[config.mk]
export PLATFORM = sky130hd
export DESIGN_NAME = bcs_top
export DESIGN_NICKNAME = d
export VERILOG_FILES = /design/src/hw/bcs_pkg.sv /design/src/hw/bcs_ram.sv /design/src/hw/bcs_top.sv
export SDC_FILE = /design/constraint.sdc
export NUM_CORES = 1
export LEC_CHECK = 0
export BUFFER_PORTS_ARGS = -buffer_cell sky130_fd_sc_hd__buf_2
export CORE_UTILIZATION = 35
export DETAILED_ROUTE_END_ITERATION = 12
export GPL_ROUTABILITY_DRIVEN = 0
export SYNTH_ARGS = -nofsm -noshare
export SYNTH_HDL_FRONTEND = slang
export SYNTH_SLANG_ARGS = --single-unit
[constraint.sdc]
create_clock -name sys_clk -period 6.85 [get_ports sys_clk]
set_input_delay 0.3425 -clock sys_clk [delete_from_list [all_inputs] [get_ports sys_clk]]
set_output_delay 0.3425 -clock sys_clk [all_outputs]
set_load 0.1 [all_outputs]
[src/hw/bcs_pkg.sv]
/*
 * Package for the bus clock stretch and on-chip RAM gate block.
 * Assumes a single system clock; no software-visible registers.
 */
package bcs_pkg;
    // ****************************************************
    // Clock division
    // ****************************************************
    // Oscillator ticks in one unstretched E period
    localparam int unsigned OSC_PER_E = 4;
    // Oscillator ticks in one half period of E
    localparam int unsigned OSC_PER_HALF = OSC_PER_E / 2;
    localparam logic [1:0] PHASE_RESET = 2'h0;

    // ****************************************************
    // On-chip RAM
    // ****************************************************
    localparam int unsigned RAM_ADDR_W = 7;
    localparam int unsigned RAM_WORDS = 128;
    localparam logic [15:0] RAM_BASE = 16'h0000;
    localparam logic [15:0] RAM_TOP = 16'h007f;

    typedef enum logic [2:0] {
        BCS_RUN = 3'b001,
        BCS_HOLD = 3'b010,
        BCS_LEAVE = 3'b100
    } bcs_state_t;

    // Processor side access request
    typedef struct packed {
        logic valid;
        logic write;
        logic [15:0] addr;
        logic [7:0] wdata;
    } bcs_req_t;

    // Bus outputs for the current cycle
    typedef struct packed {
        logic valid;
        logic write;
        logic [15:0] addr;
    } bcs_bus_t;
endpackage

[src/hw/bcs_ram.sv]
/*
 * 128 x 8 on-chip RAM with registered read data.
 * Assumes one clock; writes and reads happen when the enable is high.
 */
`timescale 1ns/100ps
module bcs_ram #(
    parameter int unsigned AW = 7,
    parameter int unsigned WORDS = 128
) (
    input wire logic clk,
    input wire logic en,
    input wire logic we,
    input wire logic [AW-1:0] addr,
    input wire logic [7:0] wdata,
    output logic [7:0] rdata
);
    logic [7:0] mem [WORDS];

    always_ff @(posedge clk) begin
        if (en) begin
            if (we) begin
                mem[addr] <= wdata;
            end
            rdata <= mem[addr];
        end
    end
endmodule

[src/hw/bcs_top.sv]
/*
 * E bus clock generator with memory-ready stretching and on-chip RAM gate.
 * Assumes sys_clk is the oscillator input (four times E); osc_return is
 * grounded by the board. mem_ready_in and onchip_ram_gate come from pins.
 */
// Behaviour
// - E is the oscillator divided by four.
// - An external TTL source on the oscillator input clocks the block.
// - With memory-ready high E runs unstretched.
// - With memory-ready low E grows only in whole half periods.
// - A stretch starts at the end of E high when ready met setup.
// - A late ready fall defers the stretch to the next E-high half.
// - E resumes at the end of the half in which ready returns in time.
// - A late ready return drops E at the second possible transition.
// - The on-chip RAM answers only while the RAM gate is high.
// - E is a single-phase system clock conditioned by memory-ready.
// - On-chip RAM reads drive the data bus out.
`timescale 1ns/100ps
module bcs_top #(
    parameter int unsigned RAM_AW = bcs_pkg::RAM_ADDR_W,
    parameter int unsigned RAM_N = bcs_pkg::RAM_WORDS
) (
    input wire logic sys_clk,
    input wire logic arst_n,
    input wire logic clk_en,
    input wire logic osc_return,
    input wire logic mem_ready_in,
    input wire logic onchip_ram_gate,
    input wire bcs_pkg::bcs_req_t cpu_req,
    output logic e_clk,
    output logic cycle_start,
    output bcs_pkg::bcs_bus_t bus_out,
    output logic [7:0] data_out,
    output logic data_oe,
    output logic [7:0] ram_rdata,
    output logic ram_hit
);
    import bcs_pkg::*;

    typedef struct packed {
        logic rst_s1;
        logic rst_s2;
        logic rdy_s1;
        logic rdy_s2;
        logic gate_s1;
        logic gate_s2;
        logic [1:0] phase;
        bcs_state_t state;
        logic e_clk;
        logic cycle_start;
        bcs_bus_t bus;
        logic [7:0] wdata;
        logic [7:0] dout;
        logic doe;
        logic hit;
    } bcs_regs_t;

    bcs_regs_t r;
    bcs_regs_t next_r;
    logic ram_en;
    logic ram_we;
    logic rst_n;

    function automatic logic in_ram(input logic [15:0] a);
        in_ram = (a >= RAM_BASE) && (a <= RAM_TOP);
    endfunction

    assign rst_n = r.rst_s2;

    // ****************************************************
    // Next state
    // ****************************************************
    always_comb begin
        next_r = r;
        next_r.rst_s1 = 1'b1;
        next_r.rst_s2 = r.rst_s1;
        next_r.rdy_s1 = mem_ready_in;
        next_r.rdy_s2 = r.rdy_s1;
        next_r.gate_s1 = onchip_ram_gate;
        next_r.gate_s2 = r.gate_s1;
        next_r.cycle_start = 1'b0;
        case (r.state)
            BCS_RUN: begin
                // Phase 0,1 low; 2,3 high; divide by four
                next_r.phase = r.phase + 2'h1;
                // Ready low at the last high tick: hold E high
                if (r.phase == 2'h3 && !r.rdy_s2) begin
                    // Restart the high half so the stretch stays whole
                    next_r.phase = 2'h2;
                    next_r.state = BCS_HOLD;
                end
                if (r.phase == 2'h3 && r.rdy_s2) begin
                    next_r.cycle_start = 1'b1;
                    next_r.wdata = cpu_req.wdata;
                    next_r.bus.valid = cpu_req.valid;
                    next_r.bus.write = cpu_req.write;
                    next_r.bus.addr = cpu_req.addr;
                end
            end
            BCS_HOLD: begin
                // Each hold tick pair is one half period of E
                if (r.phase == 2'h3) begin
                    next_r.phase = 2'h2;
                end else begin
                    next_r.phase = 2'h3;
                    if (r.rdy_s2) begin
                        next_r.state = BCS_LEAVE;
                    end
                end
            end
            BCS_LEAVE: begin
                // Finish the current half, then fall
                next_r.phase = 2'h0;
                next_r.state = BCS_RUN;
                next_r.cycle_start = 1'b1;
                next_r.wdata = cpu_req.wdata;
                next_r.bus.valid = cpu_req.valid;
                next_r.bus.write = cpu_req.write;
                next_r.bus.addr = cpu_req.addr;
            end
            default: begin
                next_r.state = BCS_RUN;
                next_r.phase = PHASE_RESET;
            end
        endcase
        next_r.e_clk = next_r.phase[1];
        // Internal RAM read hit drives the data bus
        next_r.hit = next_r.bus.valid && in_ram(next_r.bus.addr)
            && r.gate_s2;
        next_r.doe = next_r.hit && !next_r.bus.write;
        next_r.dout = ram_rdata;
    end

    // Read early in the cycle so data_out settles before E falls
    assign ram_en = r.hit && clk_en;
    // Write on the last high tick, including the end of a stretch
    assign ram_we = r.bus.write && r.phase == 2'h3
        && ((r.state == BCS_RUN && r.rdy_s2) || r.state == BCS_LEAVE);

    bcs_ram #(
        .AW(RAM_AW),
        .WORDS(RAM_N)
    ) u_ram (
        .clk(sys_clk),
        .en(ram_en),
        .we(ram_we),
        .addr(r.bus.addr[RAM_AW-1:0]),
        .wdata(r.wdata),
        .rdata(ram_rdata)
    );

    // ****************************************************
    // State register
    // ****************************************************
    always_ff @(posedge sys_clk or negedge arst_n) begin
        if (!arst_n) begin
            r <= '0;
            r.state <= BCS_RUN;
            r.rdy_s1 <= 1'b1;
            r.rdy_s2 <= 1'b1;
        end else if (clk_en) begin
            if (!rst_n) begin
                r <= '0;
                r.rst_s1 <= 1'b1;
                r.rst_s2 <= r.rst_s1;
                r.state <= BCS_RUN;
                r.rdy_s1 <= 1'b1;
                r.rdy_s2 <= 1'b1;
            end else begin
                r <= next_r;
            end
        end
    end

    assign e_clk = r.e_clk;
    assign cycle_start = r.cycle_start;
    assign bus_out = r.bus;
    assign data_out = r.dout;
    assign data_oe = r.doe;
    assign ram_hit = r.hit;
endmodule
# == Word-level counts from Yosys, hierarchy flattened ==
# Memories as Yosys holds them, arrays and structs flattened. A register that Yosys moved wholly into a read port is not among the register bits.
# Cells that the tools add are included.
# totals
inputBits,32
word_cells,56
out_inout_bits,38
reg_bits,49
n_memories,1
ramBits,1024
# op_classes
muxes,11
reduce_logical,15
add_sub_neg,1
eq_ne,9
n_lt_le_gt_ge,2
# memory_table
memory,depth,width,read_ports,rd_clocked_by_memory_dff,write_ports,line_no,source
u_ram.mem,128,8,1,1,1,bcs_ram.sv:17,logic [7:0] mem [WORDS];
# op_table
operator,n
$pmux W27 S2,1
$mux W47,1
$mux W27,1
$ge A16 B1 Y1 const B,1
$le A16 B7 Y1 const B,1
$ne A3 B3 Y1 const B,4
$logic_and A1 B1 Y1,10
$pmux W5 S2,1
$mux W3,2
$mux W5,1
$mux W1,4
$reduce_and A4 Y1,1
$eq A3 B1 Y1 const B,1
$eq A3 B2 Y1 const B,1
$eq A3 B3 Y1 const B,1
$ne A3 B1 Y1 const B,1
$reduce_and A3 Y1,1
$add A2 B1 Y2 const B,1
$eq A2 B2 Y1 const B,1
$logic_not A1 Y1,2
$logic_or A1 B1 Y1,1

# == Depth between registers and ports, before layout ==
# Gate-level depths: netlist (run 1).
# logic_depth
ltp_word,10
mapped_depth,12
depth_no_buf,7

# == Cells and area by module ==
# A second synthesis (run 1) with hierarchy kept.
# hier_totals
hier_cells,2748
hier_area_um2,43075.1
# by_module_without_submodules
mod,cells_each,area_per_inst_um2,instances,seq_area_each_um2
bcs_ram,2464,40293.6,1,30989.7
bcs_top,284,2781.4,1,1204.9

# == Worst setup path after synthesis (run 1) ==
# OpenSTA, ideal clock, no wires.
# synth_timing
path_kind,flip-flop to flip-flop
startpoint,register r[42] (netlist bit)
endpoint,memory u_ram.mem[113][0] (enable)
required_time_ns,6.480
slack_ns,3.869
path_stages_with_launch,7
n_path_buf,1
setup_ns,0.370
arrival_time_ns,2.611
synth_period_minus_slack_ns,2.981
path_cell_list,dfrtp_1 -> ha_1 -> nand4_1 -> a21oi_1 -> nand3_1 -> clkbuf_1 -> nor2_1
# synth_via
elab_chain_cells,6
# synth_lines
element,line_no,source
from (decl),bcs_top.sv:58,bcs_regs_t r;
from (signal assigned),bcs_top.sv:170,r <= next_r;
$eq A2 B2 Y1,bcs_top.sv:137,assign ram_we = r.bus.write && r.phase == 2'h3
$logic_and A1 B1 Y1,bcs_top.sv:137,
$logic_and A1 B1 Y1,bcs_top.sv:138,&& ((r.state == BCS_RUN && r.rdy_s2) || r.state == BCS_LEAVE);
$mux W1,bcs_ram.sv:21,if (we) begin
$mux W1,bcs_ram.sv:20,if (en) begin
$mux W1 (implied by the code),bcs_ram.sv:22,mem[addr] <= wdata;
to (decl),bcs_ram.sv:17,
# Every way passes these cells.

==> results by group, run 1 <==
Synth
  • Post-synth net total: 2,686
  • Synth warn: 0
  • Synth Flop Type: edfxtp_1
  • Area leader, netlist: edfxtp_1
  • Post-Synthesis Cells: approximately 2,700
  • Most frequent cell after synthesis: edfxtp_1
  • Yosys reg bits: between 1,000 and 1,500
  • Proportion of netlist area held by the largest area contributor: 0.728
  • Synth area leaders: edfxtp_1 73%, a221oi_1 4.6%, dfrtp_1 2.6%
  • Unique cell type count in the Yosys netlist: 63
  • Syn Area/Cell: 16.0 µm²
  • Synth async-reset ratio: 0.0444
  • Post-synth EDFFs: ~1,000
  • Mapped Area: between 40,000 and 50,000 µm²
  • Commonest cells post-synth: 1,032 x edfxtp_1, 245 x nor2_1, 224 x a221oi_1
  • Register area share after synthesis: 0.756

Timing
  • Unrepaired setup endpoints after global routing: no
  • Final setup TNS: 0 ns
  • Final setup fails: 0
  • Max-slew violations: 0
  • Final Skew: 0.0360 ns
  • Part of the cycle the worst path needs: 0.673
  • Endpoints failing hold: 0
  • Max_slew headroom: 0.205
  • Tightest Pin Transition: approximately 1.2 ns
  • Maximum clock rate: roughly 220 MHz
  • Tmin final: between 4 and 5 ns

Floorplan
  • Die height: 351 µm
  • Io pins: 70
  • Initial core utilization: 0.354
  • FP Rows: between 100 and 150
  • Die width: around 350 µm
  • Die area: around 120,000 µm²
  • Area of the core: between 100,000 and 150,000 µm²

Route
  • Vias/cell: 5.86
  • Remaining antenna violation count: 0
  • Post-Route WL: 124,000 µm
  • Mean routed wirelength per cell: 28.3 µm
  • Drt first pass iters: 8
  • DRC errors left: 0
  • DRC marker count from the first detailed-route iteration: roughly 3,500
  • Total number of vias: about 26,000

Critical path
  • Worst Path Required: a little over 7 ns
  • Top delay family on crit path: compound AO/OA/AOI/OAI gates
  • Setup crit end kind: flop
  • Crit-path cells: buf_12 > nor2b_4 > buf_12 > a22o_1 > a221oi_2 > o22ai_1 > a2111oi_0 > a21boi_1 > o311ai_1
  • CP Launch Point: bus_out[2]
  • Max stage delay on crit path: just over 0.9 ns
  • Critical path class: reg2reg
  • Cell mode on critical path: buf_12
  • Worst Path Buf+Inv: 2
  • Critical-path top delay cell: dfrtp_4
  • RR Startpoint: bus_out[2]
  • CP startpoint kind: flop
  • Worst Path Arrival: approximately 5.0 ns
  • Crit path max fanout: 90

Global routing
  • First-pass GRT wire length: ~180,000 µm
  • Vias in the first global route: 24,523
  • Initial antenna violation count: 1
  • Global route overflow: 0
  • Largest net degree at the start of global routing: 91
  • GRT Util Overall: 0.199

Run
  • Max-cap violations: 0

Layout
  • Fraction of layout cells with a size suffix above 1: 0.138
  • ANT cells: 0
  • Total Nets Final: roughly 2,700
  • Area Overhead vs Synth: 13.2%

Pwr
  • IR drop worst, VDD: between 0.0003 and 0.0004 V
  • Pwr dens: 438 nW/µm²
  • Leak: between 10 and 15 nW
  • Tot Pwr: roughly 21 mW

CTS
  • CTS tree: done
  • CTS Buf Count: around 110
  • CTS resizes: 0
  • Clock root buffer: clkbuf_16
  • CTS Hold Bufs: 28
  • Clock Pin Slew Worst Setup and Hold Paths: roughly 0.060 ns
  • Setup Buffers After CTS: 0
  • H-tree Lvls: 3
  • Clock Sinks: around 1,100
  • Clock Tree Buf Depth: 3
  • Skew-Pair Late Insertion Delay: roughly 0.7 ns

Placed design
  • PortBufs: between 60 and 70
  • HPWL Detailed: 73,000 µm

Hold path
  • Min-delay src: cpu_req[20]
  • HP Class: in2reg

Run status
  • Status: completed
-- cells in the final DEF, fill, tap and decap left out, drive strengths merged, types with 11 or more instances in the layout --
master,synthesis,final
edfxtp,1032,1032
nor2,247,247
a221oi,234,234
buf,163,134
a21oi,130,130
clkbuf,75,124
a22o,107,107
nand2,87,87
o21ai,86,86
mux2i,79,79
clkinv,0,62
o22ai,50,50
a22oi,46,46
dfrtp,45,45
nor3,32,32
nand3,32,32
dlygate4sd3,0,28
inv,22,26
mux4,24,24
mux2,16,16
nor2b,14,14
a31oi,12,12
o221ai,12,12
bufinv,0,12
o22a,11,11
nand4,11,11
-- power breakdown --
part / leakage (nW) / internal, mW / switching [mW]
clock network: 1.78 / 3.44 / 2.55
registers: 9.57 / 7.96 / 0.598
logic: 3.53 / 1.84 / 4.74
total: 14.9 / 13.2 / 7.89
-- per-layer routing --
metal / routed length [µm] / up-vias / GRT usage
li1: - / 10817 / -
met1: 50400 / 13205 / 0.277
met2: 57000 / 1537 / 0.308
met3: 13000 / 204 / 0.0409
met4: 3980 / 0 / 0.0686
met5: 0 / - / 0
-- path summary, 6_finish.rpt --
path	end	slack [ns]	cells after the start
max in group asynchronous	r[14]	5.67	2
worst min-delay path	bus_out[12]	0.04	3
worst max-delay path	u_ram.rdata[5]	2.24	9
worst min register to register	next_r[47]	0.46	1
worst max register to register	u_ram.rdata[5]	2.24	9
min in group asynchronous	data_out[7]	0.39	2
-- worst min-delay path: stages --
cell	delay [ns]
buf_2	0.09
a22o_1	0.14
a22o_1	0.12
-- sequential cells by signal, indices dropped and copies added (netlist names) --
name         cells
u_ram.mem     1024
next_r           3
data_oe          1
rst_n            1
ram_hit          1
r               15
data_out         8
u_ram.rdata      8
cycle_start      1
bus_out         18
-- layout make-up --
cell class,instances,area [µm²]
clock buffer,124,2850
clock inverter,81,752
fill,10878,72100
inverter,22,82.6
multi-input combinational,1313,9050
sequential,1080,32200
tap,1612,2020
timing repair buffer,162,1220
-- through the flow --
stage / instance area, µm² / utilization / cells / worst slack (ns) / hold WS (ns)
after floorplan: 42600 / - / 2653 / 3.87 / 0.0469
after global placement: 44300 / 0.368 / 4161 / 2.03 / 0.447
after detailed placement: 44300 / 0.368 / 4161 / 1.98 / 0.449
after CTS: 48200 / 0.401 / 4394 / 2.33 / 0.00429
final: 48200 / 0.401 / 4394 / 2.24 / 0.0387
after global routing: 48200 / 0.401 / 4394 / 2.15 / 0.0301
-- cells by family after synthesis --
kind of cell / share of synthesized area
compound gates: 0.130
mux: 0.0357
simple gates: 0.0455
fa+ha+maj: 0.000294
buf+inv: 0.0328
flops: 0.756
(Power assumes the default switching activity.)
==> inputs of run 2 (changes only) <==
Clock period 6.85 ns to 4 ns, I/O delays scaled along.
==> run 2 against run 1 <==
Net effect: first-iteration DRC count rose by 7.1%; global-route usage increased by 0.59 points; register-to-register slack worse by 1.9 ns.
==> results by group, run 2 (synthesized netlist as in run 1, its figures left out) <==
CTS
  • Clock root buffer: clkbuf_16
  • H-tree Lvls: 3
  • Clock Tree Buf Depth: 3
  • CTS Buf Count: ~110
  • Clock Pin Slew Worst Setup and Hold Paths: roughly 0.060 ns
  • CTS tree: done
  • Setup Buffers After CTS: 0
  • CTS resizes: 0
  • Skew-Pair Late Insertion Delay: 0.71 ns
  • Clock Sinks: roughly 1,100

Critical path
  • Worst Path Arrival: between 4 and 5 ns
  • Crit path max fanout: 27
  • CP startpoint kind: flop
  • Setup crit end kind: flop
  • Worst Path Required: about 4.5 ns
  • Critical path class: reg2reg

Floorplan
  • FP Rows: roughly 130
  • Io pins: 70
  • Die height: around 350 µm
  • Area of the core: approximately 120,000 µm²
  • Initial core utilization: 0.354
  • Die area: 123,000 µm²
  • Die width: between 300 and 400 µm

Route
  • Vias/cell: between 5 and 6
  • Mean routed wirelength per cell: between 20 and 30 µm
  • DRC marker count from the first detailed-route iteration: 3,796
  • Post-Route WL: 128,000 µm
  • Drt first pass iters: 7
  • Remaining antenna violation count: 0
  • DRC errors left: 0
  • Total number of vias: around 26,000

Global routing
  • Initial antenna violation count: 1
  • First-pass GRT wire length: roughly 180,000 µm
  • Largest net degree at the start of global routing: 90
  • Vias in the first global route: about 26,000
  • Global route overflow: 0
  • GRT Util Overall: 0.205

Timing
  • Final setup TNS: 0 ns
  • Unrepaired setup endpoints after global routing: no
  • Tmin final: about 3.7 ns
  • Maximum clock rate: roughly 270 MHz
  • Max-slew violations: 0
  • Final setup fails: 0
  • Final worst slack: approximately 0.32 ns
  • Tightest Pin Transition: between 1 and 1.5 ns
  • Endpoints failing hold: 0
  • Part of the cycle the worst path needs: 0.921
  • Max_slew headroom: 0.175
  • Final Skew: about 0.028 ns

Layout
  • Area Overhead vs Synth: 17.0%
  • Non-Filler Instances: 4,619
  • Top reg by flops: u_ram.mem
  • Fraction of layout cells with a size suffix above 1: 0.200
  • Register area: 32,200 µm²
  • Commonest cells after routing, fill and taps aside: 1,032 x edfxtp_1, 277 x buf_4, 244 x nor2_1, 224 x a221oi_1, 130 x a21oi_1
  • Total Nets Final: a little under 3,000
  • Multi-input gate area: 9040 µm²
  • Max reg flops: 1,024
  • Fillcell total: roughly 11,000
  • Most common cell after layout, fill and taps aside: edfxtp_1

Pwr
  • Tot Pwr: 36.3 mW
  • IR drop worst, VDD: a little under 0.0006 V
  • Leak: 16.0 nW
  • Pwr dens: 729 nW/µm²

Placed design
  • PortBufs: between 60 and 70
  • Setup WS pre-CTS: between 0.3 and 0.4 ns
  • Cells after DPL: around 4,400
  • HPWL Detailed: about 79,000 µm

Hold path
  • HP Class: in2async

Run status
  • Status: completed

Run
  • Max-cap violations: 0
[run 2: cell types whose count changed in the layout (fill, tap and decap cells not counted), sizes merged]
| cell | previous run | this run |
|---|---|---|
| buf | 134 | 358 |
| clkinv | 62 | 50 |
| bufinv | 12 | 8 |
| dlygate4sd3 | 28 | 31 |
| diode | 0 | 1 |
| inv | 26 | 30 |
| clkinvlp | 3 | 7 |
| clkbuf | 124 | 129 |
[run 2: path summary, 6_finish.rpt]
kind	from	end	slack, ns	cells after the start
max in group asynchronous	arst_n	bus_out[0]	2.94	2
hold reg to reg	next_r[47]	next_r[47]	0.46	1
min in group sys_clk	cpu_req[14]	bus_out[6]	0.29	3
hold / removal	arst_n	r[42]	0.25	2
setup reg to reg	bus_out[0]	u_ram.rdata[2]	0.32	9
setup / recovery	bus_out[0]	u_ram.rdata[2]	0.32	9
[run 2: worst max-delay path, cell delays in order (launching register included)]
cell	delay (ns)
dfrtp_4	0.73
nor2b_4	1.08
buf_4	0.34
a221oi_1	0.10
nor3_1	0.58
a21oi_1	0.08
o221ai_1	0.13
nor3_1	0.08
buf_4	0.16
o221ai_1	0.20
[run 2: repair_timing]
item,in CTS,in global routing
endpoints found under the setup margin,0,0
hold buffers,31,0
hold endpoints to repair,77,0
[run 2: area by class of cell]
cell class | instances | share of cell area
diodes | 1 | 0.0000502
clock buffers | 129 | 0.0563
clock inverters | 73 | 0.0127
inverters | 22 | 0.00166
multi-input cells | 1313 | 0.181
flip-flops and latches | 1080 | 0.647
well taps | 1612 | 0.0405
repair buffers | 389 | 0.0600
[run 2: where the power goes]
part	internal [mW]	switching, mW	leakage, nW
Sequential	13.6	1.00	9.57
Clock	5.54	4.39	1.67
Combinational	3.67	8.06	4.72
Total	22.8	13.4	16.0
[run 2: through the flow]
stage	hold WS [ns]	area [µm²]	utilization
3_5_place_dp	0.431	46100	0.383
5_1_grt	0.321	49800	0.414
2_1_floorplan	-0.0956	42600	-
6_report	0.248	49800	0.414
3_3_place_gp	0.431	46100	0.383
4_1_cts	0.257	49800	0.414
[run 2: layer usage]
metal  track usage  up-vias  part of all wire
met4        0.0786        0             0.036
met1         0.282    13506              0.41
met2         0.320     1457              0.46
met5       0.00157        -                 0
met3        0.0391      238             0.097
li1              -    11273                 -
